## config.mk

```make
export PLATFORM = sky130hd
export DESIGN_NAME = aofe_core
export DESIGN_NICKNAME = d
export VERILOG_FILES = /design/src/hdl/aofe_pkg.sv /design/src/hdl/aofe_core.sv
export SDC_FILE = /design/constraint.sdc
export NUM_CORES = 1
export LEC_CHECK = 0
export ABC_AREA = 1
export BUFFER_PORTS_ARGS = -buffer_cell sky130_fd_sc_hd__clkbuf_2
export CORE_ASPECT_RATIO = 0.9
export CORE_MARGIN = 3
export CORE_UTILIZATION = 55
export CTS_CLUSTER_DIAMETER = 200
export DETAILED_ROUTE_END_ITERATION = 7
export GPL_ROUTABILITY_DRIVEN = 1
export PLACE_DENSITY = 0.79
export SETUP_SLACK_MARGIN = 0.1
export SYNTH_ARGS = -nofsm -noshare
export SYNTH_HDL_FRONTEND = slang
export SYNTH_SLANG_ARGS = --single-unit
```

## constraint.sdc

```tcl
create_clock -name sys_clk_i -period 5.9 [get_ports sys_clk_i]
set_clock_uncertainty 0.2 [all_clocks]
set_input_delay 1.77 -clock sys_clk_i [delete_from_list [all_inputs] [get_ports sys_clk_i]]
set_output_delay 1.77 -clock sys_clk_i [all_outputs]
set_load 0.1 [all_outputs]
```

## src/hdl/aofe_pkg.sv

```systemverilog
package aofe_pkg;

    // converter word and input widths
    localparam int AOFE_WORD_W = 10;
    localparam int AOFE_IN_W = 12;
    localparam int AOFE_MSB = 9;
    localparam int AOFE_PIPE_DEPTH = 2;

    // apb map
    localparam int AOFE_ADDR_W = 8;
    localparam logic [7:0] AOFE_CTRL_OFFSET = 8'h00;
    localparam logic [7:0] AOFE_REFBOT_OFFSET = 8'h04;
    localparam logic [7:0] AOFE_STATUS_OFFSET = 8'h08;

    // ctrl: one bit per pin, set when the pin is really connected
    localparam int AOFE_CTRL_W = 5;
    localparam int AOFE_CONN_DEN_BIT = 0;
    localparam int AOFE_CONN_GEN_BIT = 1;
    localparam int AOFE_CONN_PHASE_BIT = 2;
    localparam int AOFE_CONN_MSB_INVERT_BIT = 3;
    localparam int AOFE_CONN_LOW_BITS_INVERT_BIT = 4;
    localparam logic [4:0] AOFE_CTRL_RESET = 5'h00;
    localparam logic [11:0] AOFE_REFBOT_RESET = 12'h000;

    // levels that the internal resistors give an open pin
    localparam logic AOFE_PULL_DEN_N = 1'b0;
    localparam logic AOFE_PULL_GEN = 1'b1;
    localparam logic AOFE_PULL_PHASE = 1'b1;
    localparam logic AOFE_PULL_MSB_INVERT = 1'b0;
    localparam logic AOFE_PULL_LOW_BITS_INVERT = 1'b0;

    // status layout
    localparam int AOFE_ST_OVER_BIT = 10;
    localparam int AOFE_ST_UNDER_BIT = 11;
    localparam int AOFE_ST_WINDOW_BIT = 12;
    localparam int AOFE_ST_PHASE_BIT = 13;

    localparam logic [9:0] AOFE_FULL_SCALE = 10'h3FF;
    localparam logic [9:0] AOFE_ZERO_SCALE = 10'h000;
    localparam logic [8:0] AOFE_LOW_MASK = 9'h1FF;
    localparam logic [12:0] AOFE_SPAN = 13'h3FF;

    typedef struct packed {
        logic over;
        logic under;
        logic [AOFE_WORD_W-1:0] word;
    } aofe_sample_type;

    typedef struct packed {
        logic den_n;
        logic gen;
        logic phase;
        logic msb_invert;
        logic low_bits_invert;
    } aofe_pins_type;

    typedef enum logic [1:0] {
        AOFE_BUS_IDLE = 2'b01,
        AOFE_BUS_ANSWER = 2'b10
    } aofe_bus_state_type;

endpackage : aofe_pkg

```

## src/hdl/aofe_core.sv

```systemverilog
// Decided for this implementation: the register offsets and the APB slave port.
`timescale 1ns/10ps
`default_nettype none

//Operation
//- input above top reference: over flag high, word forced to all ones
//- input below bottom reference: under flag high, word forced to all zeros
//- both range flags low while input stays inside the reference range
//- data enable high with global enable high: data tri-stated, flags driven
//- global enable low: data and both flags tri-stated
//- enables act asynchronously and touch only the output drivers
//- output register keeps updating while outputs are tri-stated
//- open data enable reads low, open global enable reads high
//- polarity high: sample on falling edge, data changes after rising edge
//- polarity low: sample on rising edge, data changes after falling edge
//- open polarity select defaults high
//- sync output high while tracking, low while holding and comparing
//- value at falling edge of sync output is the one digitized
//- both inversions low: straight binary, zeros bottom, ones top
//- msb inversion flips bit 9
//- low-bit inversion flips bits 0 to 8
//- range flags untouched by the inversion controls
//- open inversion inputs default low, giving straight binary
module aofe_core
    import aofe_pkg::*;
(
    input wire logic sys_clk_i, // system clock, 10 MHz
    input wire logic nrst_i, // async reset, active low
    input wire logic clk_en_i, // freezes all state while low
    input wire logic conv_clk_i, // converter clock pin from host
    input wire logic [AOFE_IN_W-1:0] analog_input_i, // digitised analog level
    input wire logic data_out_enable_n_i, // data drivers enable, low active
    input wire logic global_out_enable_i, // all drivers enable, high active
    input wire logic clk_phase_sel_i, // converter clock polarity select
    input wire logic msb_invert_i, // invert bit 9
    input wire logic low_bits_invert_i, // invert bits 0 to 8
    input wire logic psel_i, // apb select
    input wire logic penable_i, // apb enable
    input wire logic pwrite_i, // apb direction
    input wire logic [AOFE_ADDR_W-1:0] paddr_i, // apb byte address
    input wire logic [31:0] pwdata_i, // apb write data
    output logic [AOFE_WORD_W-1:0] sample_word_o, // data pins
    output logic sample_word_oe_o, // data pins driven
    output logic over_range_flag_o, // over range pin
    output logic over_range_flag_oe_o, // over range pin driven
    output logic under_range_flag_o, // under range pin
    output logic under_range_flag_oe_o, // under range pin driven
    output logic sample_window_o, // high while tracking
    output logic [31:0] prdata_o, // apb read data
    output logic pready_o, // apb ready
    output logic pslverr_o // apb error
);

    // quantise against the bottom reference; top sits a full span above it
    function automatic aofe_sample_type aofe_convert(
        input logic [AOFE_IN_W-1:0] level,
        input logic [AOFE_IN_W-1:0] bottom
    );
        aofe_sample_type s;
        logic [AOFE_IN_W:0] diff;
        diff = {1'b0, level} - {1'b0, bottom};
        s.over = 1'b0;
        s.under = 1'b0;
        s.word = diff[AOFE_WORD_W-1:0];
        if (level < bottom)
        begin
            s.under = 1'b1;
            s.word = AOFE_ZERO_SCALE;
        end
        else if (diff > AOFE_SPAN)
        begin
            s.over = 1'b1;
            s.word = AOFE_FULL_SCALE;
        end
        return s; // flags stay low in range
    endfunction : aofe_convert

    // format applies to the word only; flags pass untouched
    function automatic aofe_sample_type aofe_format(
        input aofe_sample_type s,
        input logic msb_invert,
        input logic low_bits_invert
    );
        aofe_sample_type f;
        f = s; // straight binary when both low
        if (msb_invert)
        begin
            f.word[AOFE_MSB] = ~s.word[AOFE_MSB];
        end
        if (low_bits_invert)
        begin
            f.word[AOFE_MSB-1:0] = s.word[AOFE_MSB-1:0] ^ AOFE_LOW_MASK;
        end
        return f;
    endfunction : aofe_format

    // one transition detector for both converter clock edges
    function automatic logic aofe_edge(
        input logic prev,
        input logic cur,
        input logic rising
    );
        logic hit;
        if (rising)
        begin
            hit = ~prev & cur;
        end
        else
        begin
            hit = prev & ~cur;
        end
        return hit;
    endfunction : aofe_edge

    // address map check shared by the read and the write path
    function automatic logic aofe_mapped(
        input logic [AOFE_ADDR_W-1:0] addr
    );
        logic hit;
        hit = 1'b0;
        if (addr == AOFE_CTRL_OFFSET)
        begin
            hit = 1'b1;
        end
        else if (addr == AOFE_REFBOT_OFFSET)
        begin
            hit = 1'b1;
        end
        else if (addr == AOFE_STATUS_OFFSET)
        begin
            hit = 1'b1;
        end
        return hit;
    endfunction : aofe_mapped

    // status word: output register, window and resolved polarity
    function automatic logic [31:0] aofe_status(
        input aofe_sample_type r,
        input logic win,
        input logic phase
    );
        logic [31:0] st;
        st = 32'h0000_0000;
        st[AOFE_WORD_W-1:0] = r.word;
        st[AOFE_ST_OVER_BIT] = r.over;
        st[AOFE_ST_UNDER_BIT] = r.under;
        st[AOFE_ST_WINDOW_BIT] = win;
        st[AOFE_ST_PHASE_BIT] = phase;
        return st;
    endfunction : aofe_status

    logic [AOFE_CTRL_W-1:0] ctrl;
    logic [AOFE_CTRL_W-1:0] next_ctrl;
    logic [AOFE_IN_W-1:0] ref_bottom;
    logic [AOFE_IN_W-1:0] next_ref_bottom;
    aofe_bus_state_type bus_state;
    aofe_bus_state_type next_bus_state;
    logic [31:0] next_prdata;
    logic next_pready;
    logic next_pslverr;

    aofe_pins_type pins;
    logic conv_clk_q;
    logic next_conv_clk_q;
    logic sample_edge;
    logic out_edge;
    aofe_sample_type held;
    aofe_sample_type next_held;
    aofe_sample_type pipe [AOFE_PIPE_DEPTH];
    aofe_sample_type next_pipe [AOFE_PIPE_DEPTH];
    aofe_sample_type out_reg;
    aofe_sample_type next_out_reg;
    logic window;
    logic next_window;

    // an open pin takes its resistor level until software marks it connected
    always_comb
    begin
        pins.den_n = ctrl[AOFE_CONN_DEN_BIT] ? data_out_enable_n_i
                                             : AOFE_PULL_DEN_N;
        pins.gen = ctrl[AOFE_CONN_GEN_BIT] ? global_out_enable_i
                                           : AOFE_PULL_GEN;
        pins.phase = ctrl[AOFE_CONN_PHASE_BIT] ? clk_phase_sel_i
                                               : AOFE_PULL_PHASE;
        pins.msb_invert = ctrl[AOFE_CONN_MSB_INVERT_BIT] ? msb_invert_i
                                             : AOFE_PULL_MSB_INVERT;
        pins.low_bits_invert = ctrl[AOFE_CONN_LOW_BITS_INVERT_BIT] ? low_bits_invert_i
                                             : AOFE_PULL_LOW_BITS_INVERT;
    end

    // drivers follow the enables with no clock in the path, hence not from flops
    always_comb
    begin
        sample_word_oe_o = pins.gen & ~pins.den_n;
        over_range_flag_oe_o = pins.gen;
        under_range_flag_oe_o = pins.gen;
    end

    always_comb
    begin
        sample_edge = aofe_edge(conv_clk_q, conv_clk_i, ~pins.phase);
        out_edge = aofe_edge(conv_clk_q, conv_clk_i, pins.phase);
    end

    // converter pipeline; output enables never gate it, so data stays fresh
    always_comb
    begin
        next_conv_clk_q = conv_clk_i;
        next_held = held;
        next_pipe = pipe;
        next_out_reg = out_reg;
        next_window = window;
        if (sample_edge)
        begin
            next_held = aofe_convert(analog_input_i, ref_bottom);
            next_window = 1'b0; // hold and compare
        end
        else if (out_edge)
        begin
            next_window = 1'b1; // back to tracking
            next_pipe[0] = held;
            for (int i = 1; i < AOFE_PIPE_DEPTH; i++)
            begin
                next_pipe[i] = pipe[i-1];
            end
            // inversion levels are taken only here, at the latch load
            next_out_reg = aofe_format(pipe[AOFE_PIPE_DEPTH-1],
                                       pins.msb_invert, pins.low_bits_invert);
        end
    end

    always_ff @(posedge sys_clk_i or negedge nrst_i)
    begin
        if (!nrst_i)
        begin
            conv_clk_q <= 1'b0;
            held <= '0;
            for (int i = 0; i < AOFE_PIPE_DEPTH; i++)
            begin
                pipe[i] <= '0;
            end
            out_reg <= '0;
            window <= 1'b1;
        end
        else if (clk_en_i)
        begin
            conv_clk_q <= next_conv_clk_q;
            held <= next_held;
            pipe <= next_pipe;
            out_reg <= next_out_reg;
            window <= next_window;
        end
    end

    always_comb
    begin
        sample_word_o = out_reg.word;
        over_range_flag_o = out_reg.over;
        under_range_flag_o = out_reg.under;
        sample_window_o = window;
    end

    // apb slave with one wait state so that ready and read data come from flops
    always_comb
    begin
        next_bus_state = bus_state;
        next_ctrl = ctrl;
        next_ref_bottom = ref_bottom;
        next_prdata = prdata_o;
        next_pready = 1'b0;
        next_pslverr = 1'b0;
        case (bus_state)
            AOFE_BUS_IDLE:
            begin
                if (psel_i && penable_i)
                begin
                    next_bus_state = AOFE_BUS_ANSWER;
                    next_pready = 1'b1;
                    next_prdata = 32'h0000_0000;
                    next_pslverr = ~aofe_mapped(paddr_i);
                    if (paddr_i == AOFE_CTRL_OFFSET)
                    begin
                        next_prdata[AOFE_CTRL_W-1:0] = ctrl;
                    end
                    else if (paddr_i == AOFE_REFBOT_OFFSET)
                    begin
                        next_prdata[AOFE_IN_W-1:0] = ref_bottom;
                    end
                    else if (paddr_i == AOFE_STATUS_OFFSET)
                    begin
                        next_prdata = aofe_status(out_reg, window, pins.phase);
                    end
                end
            end
            AOFE_BUS_ANSWER:
            begin
                next_bus_state = AOFE_BUS_IDLE;
                next_pready = 1'b0;
                next_pslverr = 1'b0;
                // the write lands on the edge that sees ready high
                if (psel_i && penable_i && pwrite_i && aofe_mapped(paddr_i))
                begin
                    if (paddr_i == AOFE_CTRL_OFFSET)
                    begin
                        next_ctrl = pwdata_i[AOFE_CTRL_W-1:0];
                    end
                    else if (paddr_i == AOFE_REFBOT_OFFSET)
                    begin
                        next_ref_bottom = pwdata_i[AOFE_IN_W-1:0];
                    end
                end
            end
            default:
            begin
                next_bus_state = AOFE_BUS_IDLE;
            end
        endcase
    end

    always_ff @(posedge sys_clk_i or negedge nrst_i)
    begin
        if (!nrst_i)
        begin
            bus_state <= AOFE_BUS_IDLE;
            ctrl <= AOFE_CTRL_RESET;
            ref_bottom <= AOFE_REFBOT_RESET;
            prdata_o <= 32'h0000_0000;
            pready_o <= 1'b0;
            pslverr_o <= 1'b0;
        end
        else if (clk_en_i)
        begin
            bus_state <= next_bus_state;
            ctrl <= next_ctrl;
            ref_bottom <= next_ref_bottom;
            prdata_o <= next_prdata;
            pready_o <= next_pready;
            pslverr_o <= next_pslverr;
        end
    end

endmodule : aofe_core

`default_nettype wire

```

==> results.md <==
- Buf/Inv on CP: 3
- Clock Pin Slew Worst Setup and Hold Paths: 0.08 ns
- First-pass GRT wire length: 16210 um
- P_sw: 676.8 uW
- Fin crit period: approximately 4.5 ns
- Core Area: ~0.0077 mm^2
- Startpoint Class: input pin
- Total negative setup slack: 0 ns
- Clock sinks: 85
- Critical path's most frequent cell: clkbuf_2
- Layout Nets: 692
- Stages on the worst setup path: 4
- Vias per inst: between 5 and 6
- Final Hold Fails: 0
- Area Overhead vs Synth: 12.64%
- Drt total wl: 10270 um
- Total Die Area: 0.009238 mm^2
- Outcome: finished, final reports clean
- CP cell instances: clkbuf_2 > inv_1 > a22oi_1 > clkbuf_2
- Synth unique cells: 36
- H-tree level count: 3
- Top post-synthesis cells by area: dfrtp_1, nand2_1, o21ai_0
- Finished Layout Cells: 716
- Worst Hold Class: reg2reg
- CP required: 3.93 ns
- Register area share after synthesis: 47.69%
- Final Cycle Share: 76.09%
- Setup bufs post-CTS: 0
- Mean Syn Cell Area: around 8 um^2
- Max Cap Violations: 0
- Ant. Diodes: 0
- F_max: around 220 MHz
- Worst-Margin Slew: 1.044 ns
- DP Wirelength: 7692 um
- Initial Utilization: slightly below 60%
- Mapped Cells: between 500 and 600
- Post-DRT Antenna Nets: 0
- Final Wtd Congestion: a little under 0.9
- Clock buffer count from CTS: 9
- Hold Path Depth: 2
- RSZ-0062 raised after global routing: no
- Num rows: 30
- Part of the power in combinational logic: 29.5%
- Routed vias: approximately 3700
- Layout cell share with drive strength beyond 1: around a fifth
- WS Path Type: in2out
- Slew HR: 30.39%
- Largest delay share family, worst path: buffers and inverters
- Syn. warnings: 0
- Pwr per Cell Area: 337.4 mW/mm^2
- # IOs: 114
- Synth Cell Area: 0.004466 mm^2
- CP max stage cell: clkbuf_2
- Area leader, netlist: dfrtp_1
- # hold bufs at CTS: 0
- Port Buf Inserts: 75
- Clock Latency Late Sink: 0.35 ns
- Die Y: 91.48 um
- Overflow after GRT: 0
- Post_cts resized: 0
- Pint: 1.020 mW
- Drt wl/cell: 14.35 um
- Switching share of power: 39.88%
- Vias in the first global route: approximately 3400
- Largest net degree at the start of global routing: 86
- Crit-path max FO: 2
- First-iteration detailed-routing DRC count: 256
- Worst VDD drop: 0.2505 mV
- CP endpoint kind: output pin
- Setup Viol. Count Final: 0
- First-pass iteration count of the detailed router: 5
- CTS tree: built
- Slowest stage delay, CP: between 0.4 and 0.5 ns
- LEAKAGE: between 2 and 3 nW
- Seq pwr share: between 40% and 50%
- Die width: approximately 100 um
- R2R depth: 10
- Arrival time worst endpoint: 2.52 ns
- FF+latch count, synth: 85
- Final max-slew violation count: 0
- Fillcell total: roughly 650
- Clock power frac: between 20% and 30%
- Root buffer cell: clkbuf_8
- Clock buffer depth: 2
- Drc violations: 0
- Synth top area share: 46.51%
- Number of antenna violations at the first check in global routing: 0
- DP Cell Count: 700
- Pwr Total: about 1.7 mW
- Total global-route track usage: 22.48%
-- power by group through the flow --
stage	registers, mW	logic, mW	clock network (mW)
global route	0.752	0.537	0.484
finish	0.742	0.500	0.455
global placement	0.749	0.492	0
detailed placement	0.752	0.501	0
floorplan	0.952	0.203	0
CTS	0.741	0.502	0.459
-- metrics by stage --
step,cell area (um^2),utilization [%],worst slack (ns),hold slack (ns)
after global placement,4807,62.17,1.424,0.2629
final,5030,65.05,1.411,0.2862
after floorplan,4529,-,0.6253,0.2492
after global routing,5030,65.05,1.360,0.3044
after CTS,5030,65.05,1.412,0.2862
after detailed placement,4807,62.17,1.412,0.2656
-- state kept, by name, summed over array words and instances, names as in the netlist --
| name | count |
|---|---|
| sample_window_o | 1 |
| prdata_o | 14 |
| ref_bottom | 12 |
| bus_state | 2 |
| sample_word_o | 10 |
| pslverr_o | 1 |
| conv_clk_q | 1 |
| pipe | 24 |
| under_range_flag_o | 1 |
| pready_o | 1 |
| over_range_flag_o | 1 |
| held | 12 |
| ctrl | 5 |
-- cell type report --
class / count / area, um^2 / share of cell area [%]
flip-flops and latches: 85 / 2130 / 42.34
repair buffers: 76 / 385.4 / 7.662
multi-input cells: 377 / 1924 / 38.26
clock inverters: 6 / 95.09 / 1.891
well taps: 96 / 120.1 / 2.388
clock buffers: 10 / 127.6 / 2.537
inverters: 66 / 247.7 / 4.925
-- logic make-up after synthesis --
logic type	count (synthesis)	share of synthesized area, %
flip-flops	85	47.69
XOR/XNOR	17	3.334
other	1	0.08398
buffers and inverters	101	10.65
multiplexers	7	1.765
adder cells (fa/ha/maj)	13	3.811
AO/OA/AOI/OAI	88	10.56
AND/OR/NAND/NOR	234	22.11
-- synth_stat cells, drive strengths merged --
master,n
ha,12
dfrtp,83
o21ai,66
nand3,21
a21oi,13
clkbuf,7
dfstp,2
xor2,15
a21o,1
nor3,3
o31ai,2
buf,28
a22oi,1
xnor2,2
fa,1
or2,3
a31oi,2
nor2,21
o21bai,2
o211ai,1
mux2,7
nand2,182
clkinv,1
inv,65
nand4,4
conb,1
-- cell usage in the layout, fill, tap and decap left out, drive strengths merged, types with 12 or more instances in the layout --
| cell type | count |
|---|---|
| nand2 | 182 |
| conb | 18 |
| clkbuf | 84 |
| xor2 | 15 |
| o21ai | 66 |
| nor2 | 21 |
| ha | 12 |
| a21oi | 13 |
| inv | 67 |
| dfrtp | 83 |
| nand3 | 21 |
-- worst min-delay path, delay by kind of cell (launching register included) --
family        cells  cell delay (ns)
flops             1             0.35
simple gates      2             0.11
-- layer usage --
layer / track usage (%) / wire, um
met1: 32.04 / 4659
met2: 35.91 / 4687
met3: 2.842 / 761
met4: 6.645 / 163
met5: 0 / 0
-- final timing paths --
kind	from	endpoint	slack (ns)
worst max-delay path	global_out_enable_i	sample_word_oe_o	1.41
worst min-delay path	prdata_o[7]	prdata_o[7]	0.29
worst max register to register	ref_bottom[0]	held[2]	3.46
worst min register to register	prdata_o[7]	prdata_o[7]	0.29
max in group asynchronous	nrst_i	held[2]	3.43
min in group asynchronous	nrst_i	prdata_o[13]	1.40
Note: power is estimated with default switching activity, not from simulation.
